$ cat config.mk
export PLATFORM = sky130hd
export DESIGN_NAME = gosm_top
export DESIGN_NICKNAME = d
export VERILOG_FILES = /design/src/design/gosm_pkg.sv /design/src/design/gosm_top.sv
export VERILOG_INCLUDE_DIRS = /design/src /design/src/design
export SDC_FILE = /design/constraint.sdc
export NUM_CORES = 1
export LEC_CHECK = 0
export BUFFER_PORTS_ARGS = -buffer_cell sky130_fd_sc_hd__buf_4
export CAP_MARGIN = 30
export CORE_AREA = 2 2 69 71
export CTS_CLUSTER_DIAMETER = 150
export DETAILED_ROUTE_END_ITERATION = 16
export DIE_AREA = 0 0 71 73
export PLACE_DENSITY = 0.72
export SLEW_MARGIN = 40
export SYNTH_ARGS = -nofsm -noshare
export SYNTH_HDL_FRONTEND = slang
export SYNTH_SLANG_ARGS = --single-unit
$ cat constraint.sdc
create_clock -name sys_clk -period 2.45 [get_ports sys_clk]
set_input_delay 0.49 -clock sys_clk [delete_from_list [all_inputs] [get_ports sys_clk]]
set_output_delay 0.49 -clock sys_clk [all_outputs]
set_load 0.05 [all_outputs]
$ cat src/design/gosm_defs.svh
// constants for the pin output source multiplexer
`ifndef GOSM_DEFS_SVH
`define GOSM_DEFS_SVH
`define GOSM_ADDR_PIN0 8'h10
`define GOSM_ADDR_PIN1 8'h11
`define GOSM_CTL_RESET 8'h00
`define GOSM_EN_BIT 0
`define GOSM_VAL_BIT 1
`define GOSM_SRC_LO 2
`define GOSM_SEL_LO 5
`endif

$ cat src/design/gosm_pkg.sv
// types for the pin output source multiplexer
package gosm_pkg;
   typedef enum logic [2:0] {
      GOSM_SRC_RX0 = 3'h0,
      GOSM_SRC_RX1 = 3'h1,
      GOSM_SRC_RX2 = 3'h2,
      GOSM_SRC_RX3 = 3'h3,
      GOSM_SRC_DEV = 3'h4,
      GOSM_SRC_R5 = 3'h5,
      GOSM_SRC_TX = 3'h6,
      GOSM_SRC_R7 = 3'h7
   } gosm_src_t;
endpackage : gosm_pkg

$ cat src/design/gosm_top.sv
// two-pin output source multiplexer with control registers
//
// The implementer's own choice: the plain strobed port.
`timescale 1ns/10ps
`default_nettype none
`include "gosm_defs.svh"
module gosm_top (
   input wire logic sys_clk, // 100 MHz clock
   input wire logic sys_rst, // sync reset, active high
   input wire logic [7:0] reg_addr, // register address
   input wire logic [7:0] reg_wdata, // write data
   input wire logic reg_wr, // write strobe
   input wire logic reg_rd, // read strobe
   output logic [7:0] reg_rdata, // read data, cycle after strobe
   input wire logic [15:0] rx_remote_pin, // 4 remote pins per port, port n at [4n+3:4n]
   input wire logic [3:0] rx_lock, // per-port lock
   input wire logic [3:0] rx_pass, // per-port pass
   input wire logic [3:0] rx_frame_valid, // per-port frame valid
   input wire logic [3:0] rx_line_valid, // per-port line valid
   input wire logic [3:0] rx_port_enable, // enabled receive ports
   input wire logic frame_sync_pulse, // internal frame sync
   input wire logic tx_pass_and, // and of selected port pass
   input wire logic tx_pass_or, // or of selected port pass
   input wire logic tx_frame_active, // sending video frame
   input wire logic tx_line_active, // sending video line
   input wire logic tx_synced, // multi-port synchronized
   input wire logic tx_irq, // transmit port interrupt
   output logic pin0_out, // pin 0 output level
   output logic pin0_oe_n, // pin 0 enable, low drives
   output logic pin1_out, // pin 1 output level
   output logic pin1_oe_n // pin 1 enable, low drives
);

   logic [7:0] ctl0_q, ctl0_d, ctl1_q, ctl1_d, rdata_q, rdata_d;
   logic out0_q, out0_d, out1_q, out1_d, oen0_q, oen0_d, oen1_q, oen1_d;

   // selects the level one pin drives from its control byte
   function automatic logic pick(input logic [7:0] ctl, input logic [15:0] rp,
      input logic [3:0] lk, input logic [3:0] ps, input logic [3:0] fv,
      input logic [3:0] lv, input logic [3:0] en, input logic fs,
      input logic [5:0] tx);
      logic [2:0] src;
      logic [2:0] sel;
      logic [1:0] p;
      logic r;
      src = ctl[`GOSM_SRC_LO +: 3];
      sel = ctl[`GOSM_SEL_LO +: 3];
      p = src[1:0];
      r = 1'b0; // reserved codes stay low
      unique case (gosm_pkg::gosm_src_t'(src))
         gosm_pkg::GOSM_SRC_RX0, gosm_pkg::GOSM_SRC_RX1,
         gosm_pkg::GOSM_SRC_RX2, gosm_pkg::GOSM_SRC_RX3:
         begin
            unique case (sel)
               3'h0, 3'h1, 3'h2, 3'h3: r = rp[{p, sel[1:0]}];
               3'h4: r = lk[p];
               3'h5: r = ps[p];
               3'h6: r = fv[p];
               3'h7: r = lv[p];
            endcase
         end
         gosm_pkg::GOSM_SRC_DEV:
         begin
            unique case (sel)
               3'h0: r = ctl[`GOSM_VAL_BIT];
               3'h1: r = |(lk & en);
               3'h2: r = &(ps | ~en);
               3'h4: r = fs;
               default: r = 1'b0;
            endcase
         end
         gosm_pkg::GOSM_SRC_TX:
         begin
            if (sel <= 3'h5)
            begin
               r = tx[sel];
            end
         end
         gosm_pkg::GOSM_SRC_R5, gosm_pkg::GOSM_SRC_R7: r = 1'b0;
      endcase
      return r;
   endfunction : pick

   logic [5:0] tx_vec;
   assign tx_vec = {tx_irq, tx_synced, tx_line_active, tx_frame_active, tx_pass_or, tx_pass_and};

   // register writes, read data and registered pin outputs
   always_comb
   begin
      ctl0_d = ctl0_q;
      ctl1_d = ctl1_q;
      rdata_d = 8'h00; // unmapped reads return zero
      if (reg_wr && reg_addr == `GOSM_ADDR_PIN0)
      begin
         ctl0_d = reg_wdata;
      end
      if (reg_wr && reg_addr == `GOSM_ADDR_PIN1)
      begin
         ctl1_d = reg_wdata;
      end
      if (reg_rd && reg_addr == `GOSM_ADDR_PIN0)
      begin
         rdata_d = ctl0_q;
      end
      if (reg_rd && reg_addr == `GOSM_ADDR_PIN1)
      begin
         rdata_d = ctl1_q;
      end
      // disabled pins also hold low so the level never floats undefined
      oen0_d = ~ctl0_q[`GOSM_EN_BIT];
      oen1_d = ~ctl1_q[`GOSM_EN_BIT];
      out0_d = ctl0_q[`GOSM_EN_BIT] & pick(ctl0_q, rx_remote_pin, rx_lock, rx_pass,
         rx_frame_valid, rx_line_valid, rx_port_enable, frame_sync_pulse, tx_vec);
      out1_d = ctl1_q[`GOSM_EN_BIT] & pick(ctl1_q, rx_remote_pin, rx_lock, rx_pass,
         rx_frame_valid, rx_line_valid, rx_port_enable, frame_sync_pulse, tx_vec);
   end

   // state registers
   always_ff @(posedge sys_clk)
   begin
      if (sys_rst)
      begin
         ctl0_q <= `GOSM_CTL_RESET;
         ctl1_q <= `GOSM_CTL_RESET;
         rdata_q <= 8'h00;
         out0_q <= 1'b0;
         out1_q <= 1'b0;
         oen0_q <= 1'b1;
         oen1_q <= 1'b1;
      end
      else
      begin
         ctl0_q <= ctl0_d;
         ctl1_q <= ctl1_d;
         rdata_q <= rdata_d;
         out0_q <= out0_d;
         out1_q <= out1_d;
         oen0_q <= oen0_d;
         oen1_q <= oen1_d;
      end
   end

   assign reg_rdata = rdata_q;
   assign pin0_out = out0_q;
   assign pin1_out = out1_q;
   assign pin0_oe_n = oen0_q;
   assign pin1_oe_n = oen1_q;
endmodule : gosm_top
`default_nettype wire

==> flow_summary.ini, run 1 <==
[logic_synthesis]
synth_fa_ha_area_share_pct = 0
seq_area_frac_synth_pct = 29.45
synth_area_leader_cell = dfxtp_1
synth_area_leaders = dfxtp_1, mux2i_1, mux4_2
synth_edf_count = 0
syn-cell-area_um2 = 1903
yosysMostFrequentCell = mux2i_1
synth_compound_area_share_pct = 12.43
synthSimpleGateAreaFrac_pct = 17.75
synthArstFlopShare_pct = 0
synth_common_cells = mux2i_1, nor2_1, dfxtp_1
syn_area_per_cell_um2 = 9.810
yosys.area_share.xor_xnor_pct = 0
synth_top_area_share_pct = 29.45
synth_warnings = 0
syn_inst = 194
ys_ff_latch = 28
synth_nets = 257
synthMuxAreaShare_pct = 35.11
synth_cell_types = 42
synthFlopType = dfxtp_1
synth_top_family_by_area = multiplexers

[drt]
wirelength_met1_mm = 2.138
drt_iter0_drc = 82
ant_nets = 0
met2WireLength_mm = 2.250
highest_layer = met4
firstDrtPassIters = 4
drt_wl_total_mm = 4.709
dr_total_vias = 1733
routedWlPerCell_um = 15.00
vias_per_cell = 5.519
wl_met3_um = 309
drc = 0

[timing]
period_needed_ns = 2.053
worst_pin_slew_ns = 0.6592
setup_viol = 0
tns_ns = 0
finClkSkew_ns = 0.007886
whs_ns = 0.4516
slew_viol_final = 0
fin_crit_sh_pct = 83.80
relSlewSlack_pct = 56.00
hold_viol_final = 0
rsz0062_at_grt = no
max_freq_mhz = 487.0

[power]
peakVddDrop_v = 0.0002468
p_switching_mw = 0.1915
power_frac_seq_pct = 47.5
p_per_area_nw_per_um2 = 375.2
p_clk_share_pct = 37.3
p_int_mw = 0.7682
p_leak_nw = 1.030
power_frac_comb_pct = 15.2
switching_share_pct = 19.95

[job]
drv_cap = 0

[placed_design]
globalplace.congestion = 0.7760
port_buffers = 74
hpwlAfterDp_mm = 3.790

[worst_hold_path]
hold_path_depth = 3
hp-class = in2reg

[die]
start_util_pct = 41.96
die_h_um = 73
rows = 25
core_area_um2 = 4536
io_pins = 75
die_w_um = 71
die_area_um2 = 5183

[global_routing]
grt_max_degree = 20
track_usage_pct = 17.78
grt_pass1_vias = 1566
antenna_found_initial = 0
overflow = 0
grt_pass1_wl_mm = 7.472

[clock_network]
clock_path_buffers = 2
post-cts-setup-buffer-count = 0
cts_made_buffers = 3
ctsResizeCount = 0
postCtsHoldBufs = 0
cts_tree = done
clock_latency_ns = 0.27
cts_sinks = 28
path_clk_slew_ns = 0.10
root_buffer = clkbuf_8
htreeDepth = 1

[layout]
drive_gt1_share_pct = 41.92
area_growth_pct = 34.39
antenna_cells = 0
nets = 324

[critical_path]
crit_required_ns = 2.59
endpoint_kind = flip-flop
ff2ff_path_depth = 5
cp_max_fo = 16
start_kind = flip-flop
arrival_ns = 2.20
crit_type = reg2reg

[outcome]
status = finished, final reports clean
## power groups by stage
stage | clock, mW | sequential, mW | combinational (mW)
after floorplan | 0 | 0.466 | 0.0509
after global placement | 0 | 0.466 | 0.144
after detailed placement | 0 | 0.466 | 0.146
after CTS | 0.363 | 0.456 | 0.147
after global routing | 0.379 | 0.456 | 0.157
final | 0.358 | 0.456 | 0.146
## state kept, by name, indices dropped and copies added (netlist names)
register   flops
pin1_oe_n      1
ctl1_q         8
reg_rdata      8
pin0_oe_n      1
pin1_out       1
ctl0_q         8
pin0_out       1
## layout by cell type (no fill, tap or decap), drive strengths merged, types with 4 or more instances in the layout
master	Yosys	routed
nor2	30	30
nand2	6	6
nand3b	6	6
inv	4	4
mux2	6	6
a21oi	6	6
mux2i	33	33
dfxtp	28	28
buf	13	80
o21ai	5	5
a2111oi	4	4
a31oi	5	5
mux4	12	12
nand3	4	4
## cell type report
type | instances | area [µm²]
clock inverters | 1 | 30.03
flip-flops and latches | 28 | 560.5
clock buffers | 3 | 41.29
well taps | 54 | 67.56
multi-input cells | 144 | 1242
inverters | 4 | 15.01
fillers | 430 | 1978
repair buffers | 80 | 600.6
## per-layer routing
| layer | global-route usage, % | vias up |
|---|---|---|
| li1 | - | 855 |
| met1 | 25.39 | 811 |
| met2 | 28.66 | 65 |
| met3 | 3.453 | 2 |
| met4 | 2.725 | 0 |
| met5 | 0 | - |
## logic make-up after synthesis
group / Yosys count
flip-flops: 28
AO/OA/AOI/OAI: 34
AND/OR/NAND/NOR: 59
multiplexers: 51
buffers and inverters: 22
## through the flow
stage,util (%),power [mW],cells,worst slack [ns],cell area [µm²]
finish,56.39,0.9596,314,0.3968,2557
global route,56.39,0.9919,314,0.2517,2557
CTS,56.39,0.9653,314,0.3917,2557
detailed placement,54.81,0.6128,310,0.3287,2486
global placement,54.81,0.6108,310,0.3702,2486
floorplan,-,0.5169,194,0.5498,1903
## worst paths after layout
check,to,slack [ns],startpoint
hold / removal,ctl1_q[0]$_SDFFE_PP0P_,0.45,reg_wdata[0]
setup / recovery,pin0_out$_SDFF_PP0_,0.40,ctl0_q[5]$_SDFFE_PP0P_
hold reg to reg,pin0_oe_n$_SDFF_PP1_,0.50,ctl0_q[0]$_SDFFE_PP0P_
setup reg to reg,pin0_out$_SDFF_PP0_,0.40,ctl0_q[5]$_SDFFE_PP0P_
## critical path, cell delays in order, from the launching register on
cell and delay [ns]:
dfxtp_1 0.75, mux4_2 0.40, a2111oi_0 0.41, a21oi_1 0.10, nor3b_2 0.17, a2111oi_1 0.08
Power figures use the tool's default switching activity.
==> run 2: changes to the inputs <==
Settings changed: PLACE_DENSITY 0.72 to 0.75.
Clock period 2.45 ns to 1.85 ns, I/O delays scaled along.
==> flow_summary.ini, run 2 (synthesis gave the netlist of run 1 again) <==
[global_routing]
track_usage_pct = 19.76
grt_pass1_wl_mm = 8.217
overflow = 0
grt_pass1_vias = 1768
antenna_found_initial = 0
grt_max_degree = 20

[timing]
relSlewSlack_pct = 70.33
slew_viol_final = 0
finClkSkew_ns = 0.003386
max_freq_mhz = 546.4
rsz0062_at_grt = no
worst_pin_slew_ns = 0.4444
period_needed_ns = 1.830
hold_viol_final = 0
whs_ns = 0.3408
setup_viol = 0
fin_crit_sh_pct = 98.92
tns_ns = 0

[clock_network]
path_clk_slew_ns = 0.09
cts_made_buffers = 3
ctsResizeCount = 2
cts_tree = done
clock_latency_ns = 0.27
root_buffer = clkbuf_8
postCtsHoldBufs = 0
cts_sinks = 28
clock_path_buffers = 2
post-cts-setup-buffer-count = 0
htreeDepth = 1

[layout]
antenna_cells = 0
area_growth_pct = 37.87
layout_common_cells = buf_4, mux2i_1, nor2_1, dfxtp_1, mux4_2
drive_gt1_share_pct = 45.56
nets = 334
layout_commonest_cell = buf_4

[critical_path]
r2r-end = pin0_out$_SDFF_PP0_
rrSetupSlack_ns = 0.02
crit_required_ns = 1.99
arrival_ns = 1.97
ff2ff_path_depth = 5
endpoint_kind = flip-flop
crit-reg2reg-launch = ctl0_q[2]$_SDFFE_PP0P_
cp_max_fo = 4
crit_type = reg2reg
start_kind = flip-flop

[drt]
drc = 0
drt_wl_total_mm = 5.077
drt_iter0_drc = 97
dr_total_vias = 1805
vias_per_cell = 5.571
ant_nets = 0
firstDrtPassIters = 4
routedWlPerCell_um = 15.67

[die]
die_w_um = 71
die_h_um = 73
rows = 25
io_pins = 75
die_area_um2 = 5183
start_util_pct = 41.96
core_area_um2 = 4536

[job]
drv_cap = 0

[worst_hold_path]
hold-path-endpoint = ctl1_q[0]$_SDFFE_PP0P_
hold_path_depth = 3
hp-class = in2reg
min_from = reg_wdata[0]

[power]
p_per_area_nw_per_um2 = 446.8
p_leak_nw = 1.074
peakVddDrop_v = 0.0003373

[outcome]
status = finished, final reports clean

[placed_design]
globalplace.congestion = 0.8527
port_buffers = 74
hpwlAfterDp_mm = 4.020
-- run 2: cell types whose count changed in the layout (fill, tap and decap cells not counted) --
cell       previous run  this run
dfxtp_4               0         1
bufinv_16             1         0
dfxtp_1              28        24
buf_4                80        90
clkbuf_8              3         4
dfxtp_2               0         3
-- run 2: final cells by class --
class	instances	area, µm²
timing repair buffer	90	675.6
fill	412	1912
clock buffer	4	55.05
inverter	4	15.01
multi-input combinational	144	1242
sequential	28	568.0
tap	54	67.56
-- run 2: power breakdown --
group / total (mW) / internal [mW] / switching, mW
Clock: 0.372 / 0.190 / 0.181
Sequential: 0.602 / 0.601 / 0.000833
Combinational: 0.199 / 0.128 / 0.0710
-- run 2: metrics by stage --
step                util [%]  power, mW  setup slack (ns)  cells  area [µm²]
finish                 57.85      1.172           0.01999    324        2624
CTS                    57.74      1.179           0.02727    324        2619
global route           57.85      1.221         0.0008642    324        2624
global placement       56.47     0.8127          -0.09682    320        2561
floorplan                  -     0.6845           0.06976    194        1903
detailed placement     56.47     0.8166           -0.1393    320        2561
-- run 2: worst max-delay path by stage --
stage | startpoint | end | slack (ns) | depth (start not counted)
after CTS | ctl0_q[2]$_SDFFE_PP0P_ | pin0_out$_SDFF_PP0_ | 0.03 | 5
after floorplan | reg_addr[6] | ctl0_q[2]$_SDFFE_PP0P_ | 0.07 | 6
after detailed placement | reg_addr[6] | ctl0_q[3]$_SDFFE_PP0P_ | -0.14 | 7
final | ctl0_q[2]$_SDFFE_PP0P_ | pin0_out$_SDFF_PP0_ | 0.02 | 5
after global routing | ctl0_q[2]$_SDFFE_PP0P_ | pin0_out$_SDFF_PP0_ | 0.0009 | 5
after global placement | reg_addr[6] | ctl0_q[7]$_SDFFE_PP0P_ | -0.1 | 7
-- run 2: critical path, stage by stage (launching register included) --
cell       delay (ns)
dfxtp_2          0.40
mux4_2           0.52
a2111oi_0        0.41
a21oi_1          0.12
nor3b_2          0.18
a2111oi_1        0.07
-- run 2: per-layer routing --
layer	up-vias	global-route usage, %	wire length [µm]
met2	66	34.58	2566
met5	-	0	0
li1	874	-	-
met1	863	26.14	2201
met4	0	3.774	23
met3	2	3.039	286
